`src/hdl/bcr_pkg.sv`:
```
// Constants for the bridge configuration header register bank
package bcr_pkg;
   // Byte offsets within the function's configuration space
   localparam logic [7:0] STATUS_OFFSET = 8'h06;
   localparam logic [7:0] REVISION_OFFSET = 8'h08;
   localparam logic [7:0] SUB_CLASS_OFFSET = 8'h0a;
   localparam logic [7:0] BASE_CLASS_OFFSET = 8'h0b;
   localparam logic [7:0] LATENCY_OFFSET = 8'h0d;
   localparam logic [7:0] HEADER_OFFSET = 8'h0e;
   localparam logic [7:0] PRIMARY_BUS_OFFSET = 8'h18;
   localparam logic [7:0] SECONDARY_BUS_OFFSET = 8'h19;

   // Field positions in the primary status register and the latency register
   localparam int DETECTED_PARITY_ERROR_BIT = 15;
   localparam int SIGNALED_SYSTEM_ERROR_BIT = 14;
   localparam int RECEIVED_MASTER_ABORT_BIT = 13;
   localparam int RECEIVED_TARGET_ABORT_BIT = 12;
   localparam int SIGNALED_TARGET_ABORT_BIT = 11;
   localparam int SELECT_TIMING_MSB = 10;
   localparam int SELECT_TIMING_LSB = 9;
   localparam int DATA_PARITY_DETECTED_BIT = 8;
   localparam int FAST_BACK_TO_BACK_BIT = 7;
   localparam int SPEED_66MHZ_CAPABLE_BIT = 5;
   localparam int LATENCY_SCRATCH_LSB = 3;

   // Reset and fixed values
   localparam logic [15:0] STATUS_RESET = 16'h00a0;
   localparam logic [1:0] SELECT_TIMING_VALUE = 2'h0;
   localparam logic [7:0] SUB_CLASS_VALUE = 8'h04;
   localparam logic [7:0] BASE_CLASS_VALUE = 8'h06;
   localparam logic [7:0] LATENCY_RESET = 8'h00;
   localparam logic [7:0] HEADER_VALUE = 8'h01;
   localparam logic [7:0] PRIMARY_BUS_VALUE = 8'h00;
   localparam logic [7:0] SECONDARY_BUS_RESET = 8'h00;

   // Number of individually enabled error conditions
   localparam int ERROR_SOURCES = 4;
endpackage

```
`src/hdl/bcr_config_header.sv`:
```
// Configuration header registers of the virtual bridge to the stream link
`timescale 1ns/1ns

// Behaviour
// - Set signaled_system_error whenever a message goes out on hub_link.
// - Only enabled error conditions may raise the message and flag.
// - Writing one clears a write-one-to-clear bit; writing zero leaves it.
// - detected_parity_error and data_parity_detected always read zero.
// - Both received aborts and signaled_target_abort always read zero.
// - select_timing field always reads 00b, the fastest decode.
// - fast_back_to_back capability bit always reads one.
// - speed_66mhz_capable bit always reads one.
// - bridge_revision always mirrors the device's main revision register.
// - bridge_sub_class reads a fixed 04h.
// - bridge_base_class reads a fixed 06h.
// - Latency bits 7:3 are a scratchpad returning the last written value.
// - bridge_header_layout reads a fixed 01h.
// - bridge_primary_bus_num reads 00h and ignores writes.
// - Secondary bus number is writable; matching cycles go to the link, except those for bus 0.
// - system_error_enable globally gates every system-error message.
module bcr_config_header
   import bcr_pkg::*;
(
   input wire logic clock,
   input wire logic resetn,
   input wire logic cfgRead,
   input wire logic cfgWrite,
   input wire logic [7:0] cfgAddr,
   input wire logic [3:0] cfgByteEnable,
   input wire logic [31:0] cfgWrData,
   input wire logic [7:0] mainRevision,
   input wire logic systemErrorEnable,
   input wire logic [ERROR_SOURCES-1:0] errorEvent,
   input wire logic [ERROR_SOURCES-1:0] errorEnable,
   input wire logic fwdRequest,
   input wire logic [7:0] fwdBus,
   output logic [31:0] cfgRdData,
   output logic cfgRdValid,
   output logic hubLinkSerrMessage,
   output logic signaledSystemError,
   output logic [7:0] secondaryBusNum,
   output logic fwdToLink,
   output logic fwdRefused
);

   // True when a dword address selects the dword holding a byte offset
   function automatic logic dwordHit(input logic [7:0] addr,
                                     input logic [7:0] offset);
      return addr[7:2] == offset[7:2];
   endfunction

   // Byte enable for the lane that holds a byte offset
   function automatic logic laneEnable(input logic [3:0] be,
                                       input logic [7:0] offset);
      return be[offset[1:0]];
   endfunction

   logic sysErrFlag;
   logic [4:0] latencyScratch;
   logic [7:0] secBus;
   logic [31:0] next_cfgRdData;

   wire logic statusHit = dwordHit(cfgAddr, STATUS_OFFSET);
   wire logic revisionHit = dwordHit(cfgAddr, REVISION_OFFSET);
   wire logic latencyHit = dwordHit(cfgAddr, LATENCY_OFFSET);
   wire logic busHit = dwordHit(cfgAddr, PRIMARY_BUS_OFFSET);

   // Status upper byte sits in byte lane 3 of its dword
   wire logic flagClearWrite = cfgWrite && statusHit
      && laneEnable(cfgByteEnable, STATUS_OFFSET + 8'h01)
      && cfgWrData[16 + SIGNALED_SYSTEM_ERROR_BIT];
   wire logic latencyWrite = cfgWrite && latencyHit
      && laneEnable(cfgByteEnable, LATENCY_OFFSET);
   // Primary bus lane is never written; only the secondary lane is
   wire logic secBusWrite = cfgWrite && busHit
      && laneEnable(cfgByteEnable, SECONDARY_BUS_OFFSET);

   wire logic enabledError = |(errorEvent & errorEnable);
   wire logic serrFire = enabledError && systemErrorEnable;

   // Hardwired bits are built here, never stored
   wire logic [15:0] statusValue = {1'b0,
      sysErrFlag,
      3'b000,
      SELECT_TIMING_VALUE,
      1'b0,
      STATUS_RESET[FAST_BACK_TO_BACK_BIT],
      1'b0,
      STATUS_RESET[SPEED_66MHZ_CAPABLE_BIT],
      5'b00000};
   wire logic [7:0] latencyValue = {latencyScratch, 3'b000};

   wire logic [31:0] statusWord = {statusValue, 16'h0000};
   wire logic [31:0] classWord = {BASE_CLASS_VALUE,
      SUB_CLASS_VALUE,
      8'h00, mainRevision};
   wire logic [31:0] headerWord = {8'h00, HEADER_VALUE,
      latencyValue, 8'h00};
   wire logic [31:0] busWord = {16'h0000, secBus,
      PRIMARY_BUS_VALUE};

   // Unmapped dwords read zero
   always_comb begin
      next_cfgRdData = 32'h00000000;
      if (statusHit) begin
         next_cfgRdData = statusWord;
      end else if (revisionHit) begin
         next_cfgRdData = classWord;
      end else if (latencyHit) begin
         next_cfgRdData = headerWord;
      end else if (busHit) begin
         next_cfgRdData = busWord;
      end
   end

   // Bus 0 is the primary bus, so it is never sent down the link
   wire logic fwdMatch = fwdBus == secBus
      && fwdBus != PRIMARY_BUS_VALUE;

   always_ff @(posedge clock) begin
      if (!resetn) begin
         sysErrFlag <= STATUS_RESET[SIGNALED_SYSTEM_ERROR_BIT];
      end else if (serrFire) begin
         sysErrFlag <= 1'b1;
      end else if (flagClearWrite) begin
         sysErrFlag <= 1'b0;
      end
   end

   always_ff @(posedge clock) begin
      if (!resetn) begin
         latencyScratch <= LATENCY_RESET[7:LATENCY_SCRATCH_LSB];
      end else if (latencyWrite) begin
         latencyScratch <= cfgWrData[15:8 + LATENCY_SCRATCH_LSB];
      end
   end

   always_ff @(posedge clock) begin
      if (!resetn) begin
         secBus <= SECONDARY_BUS_RESET;
      end else if (secBusWrite) begin
         secBus <= cfgWrData[15:8];
      end
   end

   always_ff @(posedge clock) begin
      if (!resetn) begin
         cfgRdData <= 32'h00000000;
         cfgRdValid <= 1'b0;
      end else begin
         cfgRdData <= cfgRead ? next_cfgRdData : 32'h00000000;
         cfgRdValid <= cfgRead;
      end
   end

   always_ff @(posedge clock) begin
      if (!resetn) begin
         hubLinkSerrMessage <= 1'b0;
         signaledSystemError <= 1'b0;
      end else begin
         hubLinkSerrMessage <= serrFire;
         signaledSystemError <= serrFire || (sysErrFlag && !flagClearWrite);
      end
   end

   always_ff @(posedge clock) begin
      if (!resetn) begin
         secondaryBusNum <= SECONDARY_BUS_RESET;
         fwdToLink <= 1'b0;
         fwdRefused <= 1'b0;
      end else begin
         secondaryBusNum <= secBusWrite ? cfgWrData[15:8] : secBus;
         fwdToLink <= fwdRequest && fwdMatch;
         fwdRefused <= fwdRequest && !fwdMatch;
      end
   end

   // Helper state for the checks below
   logic [7:0] lastReadAddr;
   logic [7:0] lastRevision;
   always_ff @(posedge clock) begin
      if (!resetn) begin
         lastReadAddr <= 8'h00;
         lastRevision <= 8'h00;
      end else begin
         lastReadAddr <= cfgAddr;
         lastRevision <= mainRevision;
      end
   end
endmodule

```
`config.mk`:
```
export PLATFORM = sky130hd
export DESIGN_NAME = bcr_config_header
export DESIGN_NICKNAME = d
export VERILOG_FILES = /design/src/hdl/bcr_pkg.sv /design/src/hdl/bcr_config_header.sv
export SDC_FILE = /design/constraint.sdc
export NUM_CORES = 1
export LEC_CHECK = 0
export ABC_AREA = 1
export ABC_CLOCK_PERIOD_IN_PS = 1380
export BUFFER_PORTS_ARGS = -buffer_cell sky130_fd_sc_hd__buf_2
export CORE_MARGIN = 8
export CORE_UTILIZATION = 35
export CTS_BUF_LIST = sky130_fd_sc_hd__clkbuf_16
export DETAILED_ROUTE_END_ITERATION = 8
export PLACE_DENSITY = 0.69
export SLEW_MARGIN = 0
export SYNTH_ARGS = -nofsm -noshare
export SYNTH_HDL_FRONTEND = slang
export SYNTH_SLANG_ARGS = --single-unit
```
`constraint.sdc`:
```
create_clock -name clock -period 1.38 [get_ports clock]
set_clock_uncertainty 0.1 [all_clocks]
set_input_delay 0.138 -clock clock [delete_from_list [all_inputs] [get_ports clock]]
set_output_delay 0.138 -clock clock [all_outputs]
set_load 0.1 [all_outputs]
```
==> summary.md <==
| Metric | Value |
|---|---|
| Startpoint Class | `register` |
| R2R depth | `7` |
| Vias | `1720` |
| Sequential fraction of the synthesis area | `43.0%` |
| Most frequent cells in the layout | `buf_2 (81), nand2_1 (79), nor2_1 (50)` |
| Arrival @ worst endpoint | `1.09 ns` |
| Hold crit path type | `input pin to register` |
| Placement Rows | `26` |
| RR Startpoint | `secondaryBusNum[0]$_SDFFE_PN0P_` |
| CTS sink cnt | `39` |
| DR pass1 iterations | `4` |
| Final hold vios | `0` |
| Kind of cell adding the most delay to the critical path | `buffers and inverters` |
| Count of pins over their slew limit | `0` |
| Initial antenna violation count | `0` |
| Setup TNS | `0 ns` |
| TritonCTS clock tree | `yes` |
| Residual DRC count | `0` |
| Synthesized area per cell | `6.93 µm²` |
| # setup viols final | `0` |
| Mapped cell area | `0.00182 mm²` |
| Worst r2r dst | `fwdRefused$_SDFF_PN0_` |
| VDD IR max | `708 µV` |
| H-Tree Depth | `2` |
| Ant. Diodes | `0` |
| Max frequency | `0.751 GHz` |
| Worst hold margin | `0.0211 ns` |
| RSZ-0062 raised after global routing | `no` |
| CP max stage cell | `buf_2` |
| Count of state elements after synthesis | `39` |
| Routed Antenna Nets | `0` |
| Fin crit share | `96.5%` |
| Non-Filler Instances | `424` |
| IO Pins | `119` |
| Worst-Skew Late Latency | `0.28 ns` |
| Post-route cell area | `0.00254 mm²` |
| Crit. End Element | `primary output` |
| TritonCTS buffer count | `5` |
| Pwr per Cell Area | `1190 mW/mm²` |
| Max cap viols | `0` |
| Nets@finish | `427` |
| Critical path class | `register to primary output` |
| Clock transition at the registers of the reported paths | `0.06 ns` |
| Initial Util | `35.8%` |
| First-iteration detailed-routing DRC count | `61` |
| Hold Path Cell Cnt | `3` |
| Synth unique cells | `25` |
| Port bufs | `82` |
| Area grow syn2layout | `39.8%` |
| Routed len/inst | `10.7 µm` |
| Share of cells above drive strength 1 | `33.1%` |
| CP required | `1.14 ns` |
| Min Tclk post-route | `1.33 ns` |
| DP Area | `0.00227 mm²` |
| Vias in the first global route | `1685` |
| Reg2Reg Setup Slack | `0.31 ns` |
| Resize count post-CTS | `0` |
| Routed WL | `4.52 mm` |
| Worst path depth | `1` |
| GRT overflow | `0` |
| Vias/cell | `4.06` |
| Outcome | `finished clean` |
| Hold Crit Start | `cfgRead` |
| CP Cell Sequence | `buf_2` |
| Core ar. | `0.00507 mm²` |
| Critical path's largest stage delay | `0.44 ns` |
| Hold endpoint | `cfgRdData[21]$_SDFF_PN0_` |
| Worst Path Max Fanout | `4` |
| Largest net degree at the start of global routing | `17` |
| Post-DP HPWL | `3.57 mm` |
| Overall Power | `3.01 mW` |
| Commonest non-fill, non-tap cell in the layout | `buf_2` |
| Sum of buffers and inverters on the critical path | `1` |
| Die area | `0.00775 mm²` |
| Critical path startpoint | `secondaryBusNum[7]$_SDFFE_PN0P_` |
| Die width | `88.0 µm` |
| Synth Warn # | `0` |
| Root Buffer | `clkbuf_16` |
| Mapped Cells | `262` |
| # placed instances | `408` |
| First-pass GRT wire length | `7.27 mm` |
| P_leak | `1.47 nW` |
| RePlAce Congestion | `0.818` |
| Total track usage | `12.1%` |
| Die H | `88.0 µm` |
| CTS max path bufs | `2` |
[per-stage QoR]
stage | setup slack (ns) | util, %
5_1_grt | 0.0195 | 50.0
3_3_place_gp | 0.172 | 44.7
6_report | 0.0490 | 50.0
3_5_place_dp | 0.146 | 44.7
4_1_cts | 0.0492 | 50.0
2_1_floorplan | -0.0273 | -
[what timing repair did]
item / CTS / global route
setup buffers: 0 / 0
hold buffers: 8 / 0
endpoints found under the hold margin: 8 / 0
[cells by family (layout without fill, tap and decap cells)]
kind of cell	after synthesis	in the layout	share of synthesized area [%]
and+or+nand+nor	151	151	37.4
buffers and inverters	59	143	15.4
DFF	39	39	43.0
AOI/OAI and AO/OA	9	9	2.62
xor gates and xnor gates	3	3	1.45
other	1	9	0.206
[worst max path at each step]
stage,endpoint,slack [ns]
after floorplan,fwdRefused$_SDFF_PN0_,-0.03
after global placement,latencyScratch[3]$_SDFFE_PN0P_,0.17
after detailed placement,latencyScratch[1]$_SDFFE_PN0P_,0.15
after CTS,secondaryBusNum[6],0.05
after global routing,secondaryBusNum[6],0.02
final,secondaryBusNum[7],0.05
[flip-flops by register name, indices dropped and copies added (netlist names)]
register / cells
fwdToLink: 1
signaledSystemError: 1
secondaryBusNum: 8
sysErrFlag: 1
cfgRdValid: 1
cfgRdData: 20
latencyScratch: 5
hubLinkSerrMessage: 1
fwdRefused: 1
[layout make-up]
class / count / area [µm²]
tap: 70 / 87.6
inverter: 44 / 166
clock inverter: 3 / 67.6
timing repair buffer: 91 / 513
sequential: 39 / 793
clock buffer: 5 / 125
multi-input combinational: 172 / 787
fill: 532 / 2530
[per-layer routing]
metal	track usage (%)	up-vias	wire length, µm
met4	5.53	0	106
li1	-	924	-
met5	0	-	0
met3	3.94	7	309
met1	11.6	739	1770
met2	23.0	50	2330
[synth_stat cells]
cell type / number / area, µm²
nand2_1: 79 / 297
nor2_1: 50 / 188
inv_1: 41 / 154
dfxtp_1: 39 / 781
buf_4: 13 / 97.6
o21ai_0: 8 / 40.0
nand3_1: 5 / 25.0
nand2_2: 4 / 25.0
nor2_4: 4 / 45.0
inv_2: 2 / 7.51
nor2_8: 2 / 40.0
xnor2_1: 2 / 17.5
and2_0: 1 / 6.26
buf_6: 1 / 11.3
clkbuf_1: 1 / 3.75
clkinv_2: 1 / 5.00
conb_1: 1 / 3.75
nand2_4: 1 / 11.3
nand3_4: 1 / 17.5
nand4_1: 1 / 6.26
nor2_2: 1 / 6.26
nor3_1: 1 / 5.00
nor3b_1: 1 / 7.51
o211ai_1: 1 / 7.51
xor2_1: 1 / 8.76
[where the power goes]
part / internal [mW] / switching (mW) / total [mW]
registers: 1.14 / 0.00488 / 1.14
clock network: 1.03 / 0.430 / 1.46
logic: 0.110 / 0.294 / 0.404
total: 2.28 / 0.729 / 3.01
Power figures use the tool's default switching activity.
